===== src/verilog/dma_req_pkg.sv =====
// Purpose: shared constants, enums and state records for the dma request channel
// Assumes: apb register access, one system clock
// Notes:   offsets are byte addresses on a 32-bit apb bus
package dma_req_pkg;
	localparam int          CNT_W       = 16;
	localparam int          WIN_W       = 10;
	localparam logic [7:0]  OFS_CTRL    = 8'h00;
	localparam logic [7:0]  OFS_COUNT   = 8'h04;
	localparam logic [7:0]  OFS_STATUS  = 8'h08;
	localparam int          B_START     = 0;
	localparam int          B_METHOD    = 1;
	localparam int          B_BW        = 3;
	localparam int          B_HS_SRC    = 5;
	localparam int          B_SINGLE    = 6;
	localparam int          B_SERIAL    = 7;
	localparam int          B_BUSY      = 0;
	localparam int          B_DONE      = 1;
	localparam logic [1:0]  BW_FULL     = 2'h0;
	localparam logic [1:0]  BW_75       = 2'h1;
	localparam logic [1:0]  BW_50       = 2'h2;
	localparam logic [1:0]  BW_25       = 2'h3;
	// window of 1024 clock periods and the owned-cycle quota for each share
	localparam logic [WIN_W:0] WIN_LEN  = 11'h400;
	localparam logic [WIN_W:0] Q_75     = 11'h300;
	localparam logic [WIN_W:0] Q_50     = 11'h200;
	localparam logic [WIN_W:0] Q_25     = 11'h100;

	typedef enum logic [1:0] {
		REQ_INTERNAL,
		REQ_BURST,
		REQ_STEAL,
		REQ_RSVD
	} req_method_t;

	typedef enum logic [2:0] {
		ST_IDLE,
		ST_ARB,
		ST_READ,
		ST_WRITE
	} chan_st_t;

	typedef struct packed {
		logic [WIN_W-1:0] win;
		logic [WIN_W:0]   used;
	} lim_state_t;

	typedef struct packed {
		chan_st_t         st;
		logic             start;
		req_method_t      method;
		logic [1:0]       bw;
		logic             hs_src;
		logic             single;
		logic             serial;
		logic [CNT_W-1:0] cnt;
		logic             done;
		logic             pend;
		logic             again;
		logic             armed;
		logic             prev;
		logic             strobe;
		logic             err;
		logic [31:0]      rdata;
	} chan_state_t;
endpackage


===== src/verilog/dma_chan_req.sv =====
// Purpose: request generation and transfer sequencing of one dma channel
// Assumes: pins synchronous to clk; bus arbiter grants via bus_grant
// Notes:   apb slave with zero wait states; registers in the low byte of paddr
//
// Decided for this implementation: the register offsets and the APB slave port.
`timescale 1ns/10ps
module dma_chan_req
	import dma_req_pkg::*;
(
	input  wire logic        clk,
	input  wire logic        arst_n,
	input  wire logic        psel,
	input  wire logic        penable,
	input  wire logic        pwrite,
	input  wire logic [7:0]  paddr,
	input  wire logic [31:0] pwdata,
	output logic [31:0]      prdata,
	output logic             pready,
	output logic             pslverr,
	input  wire logic        xfer_request_n,
	output logic             xfer_ack_n,
	output logic             bus_req,
	input  wire logic        bus_grant,
	input  wire logic        other_chan_owns,
	output logic             cyc_active,
	output logic             cyc_write,
	output logic             cyc_dest,
	input  wire logic        cyc_end,
	input  wire logic        cpu_cyc_end,
	output logic             cycle_complete_strobe_n
);
	chan_state_t s;
	chan_state_t next_s;
	logic        allow;
	logic        req_now;
	logic        owned;
	logic        ext;
	logic        single_eff;
	logic        steal_edge;
	logic        want;
	logic        ack_on;
	logic        op_end;
	logic        more;
	logic        wr_acc;
	logic        rd_set;
	logic        addr_ok;

	bw_limiter u_lim (
		.clk    (clk),
		.arst_n (arst_n),
		.bw     (s.bw),
		.owned  (owned),
		.allow  (allow)
	);

	assign req_now    = !xfer_request_n;
	assign ext        = (s.method == REQ_BURST) || (s.method == REQ_STEAL);
	// serial peripherals cannot take single address cycles
	assign single_eff = s.single && !s.serial;
	assign owned      = (s.st == ST_READ) || (s.st == ST_WRITE);
	// two consecutive asserted samples after a negated one make one request
	assign steal_edge = req_now && s.prev && s.armed;

	// requester side: source when hs_src, destination otherwise
	assign ack_on = ext && (((s.st == ST_READ) && s.hs_src) ||
		((s.st == ST_WRITE) && !s.hs_src));
	assign xfer_ack_n = !ack_on;

	assign op_end = cyc_end && ((s.st == ST_WRITE) || ((s.st == ST_READ) && single_eff));

	always_comb begin
		case (s.method)
			REQ_INTERNAL: want = allow && !s.single;
			REQ_BURST:    want = req_now;
			REQ_STEAL:    want = s.pend;
			default:      want = 1'b0;
		endcase
	end

	// decides at operand end whether the bus is kept for another transfer
	always_comb begin
		case (s.method)
			REQ_INTERNAL: more = allow;
			REQ_BURST:    more = s.again || req_now;
			REQ_STEAL:    more = s.pend || steal_edge;
			default:      more = 1'b0;
		endcase
	end

	assign bus_req    = s.start && !s.done && ((s.st == ST_ARB) || owned);
	assign cyc_active = owned;
	// single address: handshake on source means a read, else a write
	assign cyc_write  = (s.st == ST_WRITE);
	assign cyc_dest   = (s.st == ST_WRITE);

	assign addr_ok = (paddr == OFS_CTRL) || (paddr == OFS_COUNT) || (paddr == OFS_STATUS);
	assign wr_acc  = psel && penable && pwrite && addr_ok;
	assign rd_set  = psel && !penable && !pwrite;
	assign pready  = 1'b1;
	assign pslverr = s.err && psel && penable;
	assign prdata  = s.rdata;
	assign cycle_complete_strobe_n = !s.strobe;

	always_comb begin
		next_s = s;
		// any finished bus cycle, cpu or dma, gives one strobe clock
		next_s.strobe = cyc_end || cpu_cyc_end;
		next_s.prev   = req_now;
		if (!req_now) begin
			next_s.armed = 1'b1;
		end
		if (s.method == REQ_BURST && ack_on && req_now) begin
			next_s.again = 1'b1;
		end
		// an edge while a request waits unacknowledged is dropped
		if (s.method == REQ_STEAL && steal_edge) begin
			next_s.armed = 1'b0;
			if (!s.pend || ack_on) begin
				next_s.pend = 1'b1;
			end
		end

		case (s.st)
			ST_IDLE: begin
				if (s.start && !s.done && want) begin
					next_s.st = ST_ARB;
				end
			end
			ST_ARB: begin
				if (!s.start) begin
					next_s.st = ST_IDLE;
				end else if (bus_grant && !other_chan_owns) begin
					next_s.st    = (single_eff && !s.hs_src) ? ST_WRITE : ST_READ;
					next_s.again = 1'b0;
					if (s.method == REQ_STEAL && !(steal_edge && s.pend)) begin
						next_s.pend = 1'b0;
					end
				end
			end
			ST_READ: begin
				if (cyc_end && !single_eff) begin
					next_s.st = ST_WRITE;
				end
			end
			ST_WRITE: begin
			end
			default: next_s.st = ST_IDLE;
		endcase

		if (op_end) begin
			next_s.cnt   = s.cnt - 1'b1;
			next_s.again = 1'b0;
			if (s.cnt <= 1) begin
				next_s.done  = 1'b1;
				next_s.start = 1'b0;
				next_s.st    = ST_IDLE;
			end else if (s.start && more) begin
				next_s.st = (single_eff && !s.hs_src) ? ST_WRITE : ST_READ;
				if (s.method == REQ_STEAL && !steal_edge) begin
					next_s.pend = 1'b0;
				end
			end else begin
				next_s.st = ST_IDLE;
			end
		end

		if (rd_set) begin
			next_s.err = !addr_ok;
			case (paddr)
				OFS_CTRL:   next_s.rdata = {24'h000000, s.serial, s.single, s.hs_src,
					s.bw, s.method, s.start};
				OFS_COUNT:  next_s.rdata = {{(32-CNT_W){1'b0}}, s.cnt};
				OFS_STATUS: next_s.rdata = {30'h00000000, s.done, (s.st != ST_IDLE)};
				default:    next_s.rdata = 32'h00000000;
			endcase
		end else if (psel && !penable) begin
			next_s.err = !addr_ok;
		end

		if (wr_acc) begin
			case (paddr)
				OFS_CTRL: begin
					next_s.start  = pwdata[B_START];
					next_s.method = req_method_t'(pwdata[B_METHOD +: 2]);
					next_s.bw     = pwdata[B_BW +: 2];
					next_s.hs_src = pwdata[B_HS_SRC];
					next_s.single = pwdata[B_SINGLE];
					next_s.serial = pwdata[B_SERIAL];
					if (pwdata[B_START]) begin
						next_s.pend = 1'b0;
					end
				end
				OFS_COUNT: next_s.cnt = pwdata[CNT_W-1:0];
				default: begin
					// done is write-one-to-clear; a completion this cycle wins
					if (pwdata[B_DONE] && !(op_end && s.cnt <= 1)) begin
						next_s.done = 1'b0;
					end
				end
			endcase
		end
	end

	always_ff @(posedge clk or negedge arst_n) begin
		if (!arst_n) begin
			s <= '0;
		end else begin
			s <= next_s;
		end
	end
endmodule


===== src/verilog/bw_limiter.sv =====
// Purpose: bus bandwidth share limiter for internally generated requests
// Assumes: owned is high for each clock the channel holds the bus
// Notes:   quota resets at each window start, so a burst may straddle windows
`timescale 1ns/10ps
module bw_limiter
	import dma_req_pkg::*;
(
	input  wire logic       clk,
	input  wire logic       arst_n,
	input  wire logic [1:0] bw,
	input  wire logic       owned,
	output logic            allow
);
	lim_state_t       s;
	lim_state_t       next_s;
	logic [WIN_W:0]   quota;

	always_comb begin
		case (bw)
			BW_75:   quota = Q_75;
			BW_50:   quota = Q_50;
			BW_25:   quota = Q_25;
			default: quota = WIN_LEN;
		endcase
	end

	// full rate never stops asking until the block is done
	assign allow = (bw == BW_FULL) || (s.used < quota);

	always_comb begin
		next_s     = s;
		next_s.win = s.win + 1'b1;
		if (s.win == '1) begin
			next_s.used = '0;
		end else if (owned) begin
			next_s.used = s.used + 1'b1;
		end
	end

	always_ff @(posedge clk or negedge arst_n) begin
		if (!arst_n) begin
			s <= '0;
		end else begin
			s <= next_s;
		end
	end
endmodule


===== config.mk =====
export PLATFORM = sky130hd
export DESIGN_NAME = dma_chan_req
export DESIGN_NICKNAME = d
export VERILOG_FILES = /design/src/verilog/dma_req_pkg.sv /design/src/verilog/dma_chan_req.sv /design/src/verilog/bw_limiter.sv
export SDC_FILE = /design/constraint.sdc
export NUM_CORES = 1
export LEC_CHECK = 0
export BUFFER_PORTS_ARGS = -buffer_cell sky130_fd_sc_hd__buf_2
export CELL_PAD_IN_SITES_DETAIL_PLACEMENT = 1
export CELL_PAD_IN_SITES_GLOBAL_PLACEMENT = 2
export CORE_AREA = 4 4 107 130
export CTS_BUF_LIST = sky130_fd_sc_hd__clkbuf_2
export DETAILED_ROUTE_END_ITERATION = 10
export DIE_AREA = 0 0 111 134
export GPL_TIMING_DRIVEN = 1
export HOLD_SLACK_MARGIN = 0.1
export PLACE_DENSITY_LB_ADDON = 0.1
export SYNTH_ARGS = -nofsm -noshare
export SYNTH_HDL_FRONTEND = slang
export SYNTH_SLANG_ARGS = --single-unit

===== constraint.sdc =====
create_clock -name clk -period 1.95 [get_ports clk]
set_input_delay 0.2925 -clock clk [delete_from_list [all_inputs] [get_ports clk]]
set_output_delay 0.2925 -clock clk [all_outputs]
set_load 0.05 [all_outputs]

Word level (Yosys, flattened, before mapping)
Cells that the tools add are included.
{"block": "word_totals", "regBits": 87, "latch_bits": 0, "mem_bits_rw": 0, "rom_bits": 0, "out_inout_bits": 40, "word_cells": 147, "n_memories": 0}
{"block": "op_classes", "addsub": 3, "n_mul": 0, "div": 0, "n_lt_le_gt_ge": 2, "eq_ne": 15, "n_shift": 0, "mux": 39, "bitwise_logic": 0, "reduce_logical": 70}
{"cell": "16-bit case mux with 3 select lines", "count": 1}
{"cell": "11-bit case mux with 3 select lines", "count": 1}
{"cell": "1-bit logical AND", "count": 31}
{"cell": "26-bit 2-to-1 mux", "count": 1}
{"cell": "11-bit 2-to-1 mux", "count": 2}
{"cell": "19-bit 2-to-1 mux", "count": 1}
{"cell": "1-bit 2-to-1 mux", "count": 18}
{"cell": "16-bit by 1-bit less-or-equal comparator with 1-bit output (second input constant)", "count": 1}
{"cell": "1-bit logical NOT", "count": 16}
{"cell": "16-bit 2-to-1 mux", "count": 1}
{"cell": "16-bit by 1-bit subtractor with 16-bit output (second input constant)", "count": 1}
{"cell": "1-bit logical OR", "count": 12}
{"cell": "3-bit 2-to-1 mux", "count": 4}
{"cell": "3-bit case mux with 4 select lines", "count": 1}
{"cell": "11-bit by 1-bit adder with 11-bit output (second input constant)", "count": 1}
{"cell": "11-bit less-than comparator", "count": 1}
{"cell": "10-bit by 1-bit adder with 10-bit output (second input constant)", "count": 1}
{"cell": "10-bit == test (second input constant)", "count": 1}
{"cell": "2-bit 2-to-1 mux", "count": 5}
{"cell": "8-bit by 3-bit == test with 1-bit output (second input constant)", "count": 1}
{"cell": "8-bit by 4-bit == test with 1-bit output (second input constant)", "count": 1}
{"cell": "8-bit logical NOT", "count": 1}
{"cell": "8-bit 2-to-1 mux", "count": 1}
{"cell": "2-bit == test (second input constant)", "count": 3}
{"cell": "other kinds (16)", "count": 22}

Longest topological paths before layout
{"block": "depth", "depth_word": 18, "depth_mapped": 9, "ltp_nobuf": 9}

Modules after synthesis
Synthesis repeated with hierarchy kept, for this count alone.
{"block": "unflattened", "cells_unflattened": 398, "hier_area_um2": 3943.8}
{"module": "dma_chan_req", "n_inst": 1, "cells_each": 303, "area_each_um2": 2896.5, "seq_area_each_um2": 1226.2}
{"module": "bw_limiter", "n_inst": 1, "cells_each": 95, "area_each_um2": 1047.3, "seq_area_each_um2": 525.5}

Least setup slack after synthesis
OpenSTA, ideal clock, no wires.
{"block": "synth_path", "path_type": "register to output", "start": "register s[63] (netlist bit)", "end": "output bus_req", "arrival_time_ps": 1893, "required_ps": 1657, "setup_slack_ps": -235, "path_stages_with_launch": 4, "path_cell_list": "dfrtp_1 > clkbuf_1 > nor2_1 > nor3b_1"}
{"block": "synth_between", "elab_chain_cells": 4, "word_cells_on_any_way": 6, "cone_classes": "eq/ne (3); reduce/logical (3)"}
{"element": "from (decl)", "line": "dma_chan_req.sv:32", "rtl": "chan_state_t s;"}
{"element": "from (signal assigned)", "line": "dma_chan_req.sv:208", "rtl": "s <= next_s;"}
{"element": "3-bit by 2-bit == test with 1-bit output", "line": "dma_chan_req.sv:60", "rtl": "assign owned = (s.st == ST_READ) || (s.st == ST_WRITE);"}
{"element": "1-bit logical OR", "line": "dma_chan_req.sv:60"}
{"element": "1-bit logical OR (*)", "line": "dma_chan_req.sv:90", "rtl": "assign bus_req = s.start && !s.done && ((s.st == ST_ARB) || owned);"}
{"element": "1-bit logical AND (*)", "line": "dma_chan_req.sv:90"}
{"element": "to (decl)", "line": "dma_chan_req.sv:22", "rtl": "output logic bus_req,"}
Mark *: on every way between the ends. The rest lies on a longest branch, timed or not.

==> metrics <==
status=completed; crit path launch type=flip-flop; CP Capture Type=flip-flop; Req. time, crit path=2430 ps; Final ANT Viol Nets=0; DRC=0; Max FO, Critical Path=4; num rows=45; DR WL/cell=roughly 15 microns; post-synthesis sequential area ratio=0.453; total power=3.39 mW; core area=between 10000 and 15000 sq um; area of the multi-input gates=1960 sq um; Max Cap Viol=0; Hold Path Class=in2reg; Syn Area/Cell=9.70 sq um; worst hold start=paddr[3]; hpwl dp=7540 microns; WHS Path Cells=3; diode count=0; initial antenna violation count=0; via/cell ratio=between 4 and 5; maximum level of the CTS H-tree=3; GR Util All Layers=0.143; Post-Syn Area=approximately 3900 sq um; post-layout net count=approximately 570; Hold WS=160 ps; DIE WIDTH=111 microns; Reg2Reg Setup Slack=9 ps; vias in the first global route=3329; die area=14900 sq um; Final Hold Fails=0; Final Setup Violations=0; Worst EP arrival=2420 ps; CTS tree=built; clk buf depth=2; Synth top area share=0.453; Layout fillers=between 1000 and 1500; layout cells sized above 1=0.306; Clk Latency, worst-skew pair=about 560 ps; period utilization=0.996; Initial Utilization=0.308; Synth Flop Type=dfrtp_1; Post-Route WL=10400 microns; RSZ-0062 raised after global routing=true; vias post-DR=3134; Power Dens Cells=672 nW/um^2; area leader, netlist=dfrtp_1; Sequential Area=around 1800 sq um; mux cell area share after synthesis=0.0320; cts bufs inserted=9; Peak supply drop=between 0.0003 and 0.0004 V; IO Pins=90; leak pwr=2.34 nW; fmax=515 MHz; worst reg2reg path depth=5; crit path kind=reg2reg; P&R area growth vs syn=30.4%; Async S/R FF share, synth=1.00; largest family of logic cells by synthesized area=simple AND/OR/NAND/NOR gates; Post-Synth XOR/XNOR Area=0.0702; clock skew=36.1 ps; WHS Endpoint=s[32]; worst r2r dst=s[53]; cell count after synthesis=399; Final Max Tran Viols=0; routability cong.=0.774; grt total ovfl=0; Adder-Cell Fraction of Synth Area=0.0420; Pre-antenna DRT Iters=4; most common cell in the netlist=dfrtp_1; 1st-iter DRT viols=about 90; flops & latches, synth=70; post-route minimum period=1940 ps; Synth Warn #=0; clock root buffer=clkbuf_2; first-pass GRT wire length=17100 microns; IO Port Bufs=56; synth cell count leaders=dfrtp_1, nand2_1, buf_4; Post-Synth Simple-Gate Area=0.184; largest net degree at the start of global routing=approximately 70; Post-synth EDFFs=0; Synth area leaders=dfrtp_1, buf_4, xnor2_1; post-synth cell types=50; Reg-to-Reg Start=s[47]; die height=134 microns; post-synthesis compound-gate area fraction=0.125; CTS clk-pin slew, worst paths=210 ps; CTS Sinks=70
## worst max-delay path by stage
stage | slack, ps | from | to | cells after the start
2_1_floorplan | -20 | s[47] | s[53] | 5
3_3_place_gp | -80 | s[59] | s[64] | 9
3_5_place_dp | -100 | s[59] | s[64] | 9
4_1_cts | -10 | s[60] | xfer_ack_n | 5
5_1_grt | -70 | s[61] | xfer_ack_n | 4
6_report | 9 | s[47] | s[53] | 5
## through the flow
| step | area (sq um) | utilization | std cells | setup WS, ps | TNS (ps) |
|---|---|---|---|---|---|
| finish | 5050 | 0.402 | 671 | 8.76 | 0 |
| global route | 5050 | 0.402 | 671 | -70.9 | -263 |
| detailed placement | 4360 | 0.347 | 619 | -103 | -204 |
| CTS | 4910 | 0.391 | 665 | -13.6 | -13.6 |
| global placement | 4360 | 0.347 | 619 | -79.9 | -125 |
| floorplan | 3930 | - | 414 | -20.7 | -20.7 |
## where the power goes
part	leakage (nW)	switching, mW	total (mW)	internal, mW
logic	1.33	0.344	0.586	0.242
registers	0.909	0.0520	1.55	1.50
clock network	0.106	0.567	1.25	0.686
total	2.34	0.963	3.39	2.43
## critical path: stages, from the launching register on
cell,delay (ps)
dfrtp_1,430
or4_4,560
or4_4,490
nor4_4,160
xnor2_1,160
o21ai_2,70
## metal layers
metal | track usage | up-vias | wire [microns]
met5 | 0 | - | 0
met4 | 0.0452 | 0 | 131
met3 | 0.0366 | 9 | 327
met2 | 0.246 | 43 | 5230
met1 | 0.177 | 1538 | 4670
li1 | - | 1544 | -
## logic make-up after synthesis
family          count (synthesis)
flops                          70
xor+xnor                       31
mux                            12
fa+ha+maj                      13
other cells                     2
compound gates                 75
buf+inv                        61
simple gates                  135
## state kept, by name, indices dropped and copies added, names as in the netlist
name     cells
u_lim.s     21
prdata      16
s           33
## cells in the final DEF (no fill, tap or decap), types with 4 or more instances in the layout
master	n
xor2_1	9
nand3_1	11
nand4_1	7
buf_6	4
a22o_1	10
bufinv_16	4
or3_1	5
dlygate4sd3_1	22
conb_1	17
mux2i_1	9
o21ai_0	25
buf_4	41
ha_1	9
nor3_1	7
buf_2	53
xnor2_1	21
a21oi_1	14
clkbuf_2	10
nand2_1	38
inv_1	11
nor2_1	30
o211ai_1	4
dfrtp_1	68
ha_4	4
## repair_timing
item / in CTS / in global routing
resized for setup: 21 / 19
setup buffers: 8 / 6
endpoints found under the setup margin: 11 / 10
pin swaps: 6 / 10
hold buffers: 22 / 0
hold endpoints to repair: 101 / 0
## final cells by class
class,count,area share
clock buffer,10,0.00992
clock inverter,6,0.0265
inverter,15,0.0117
multi-input combinational,283,0.389
sequential,70,0.348
tap,164,0.0407
timing repair buffer,123,0.175
No activity file was read; power rests on OpenSTA's default activity.
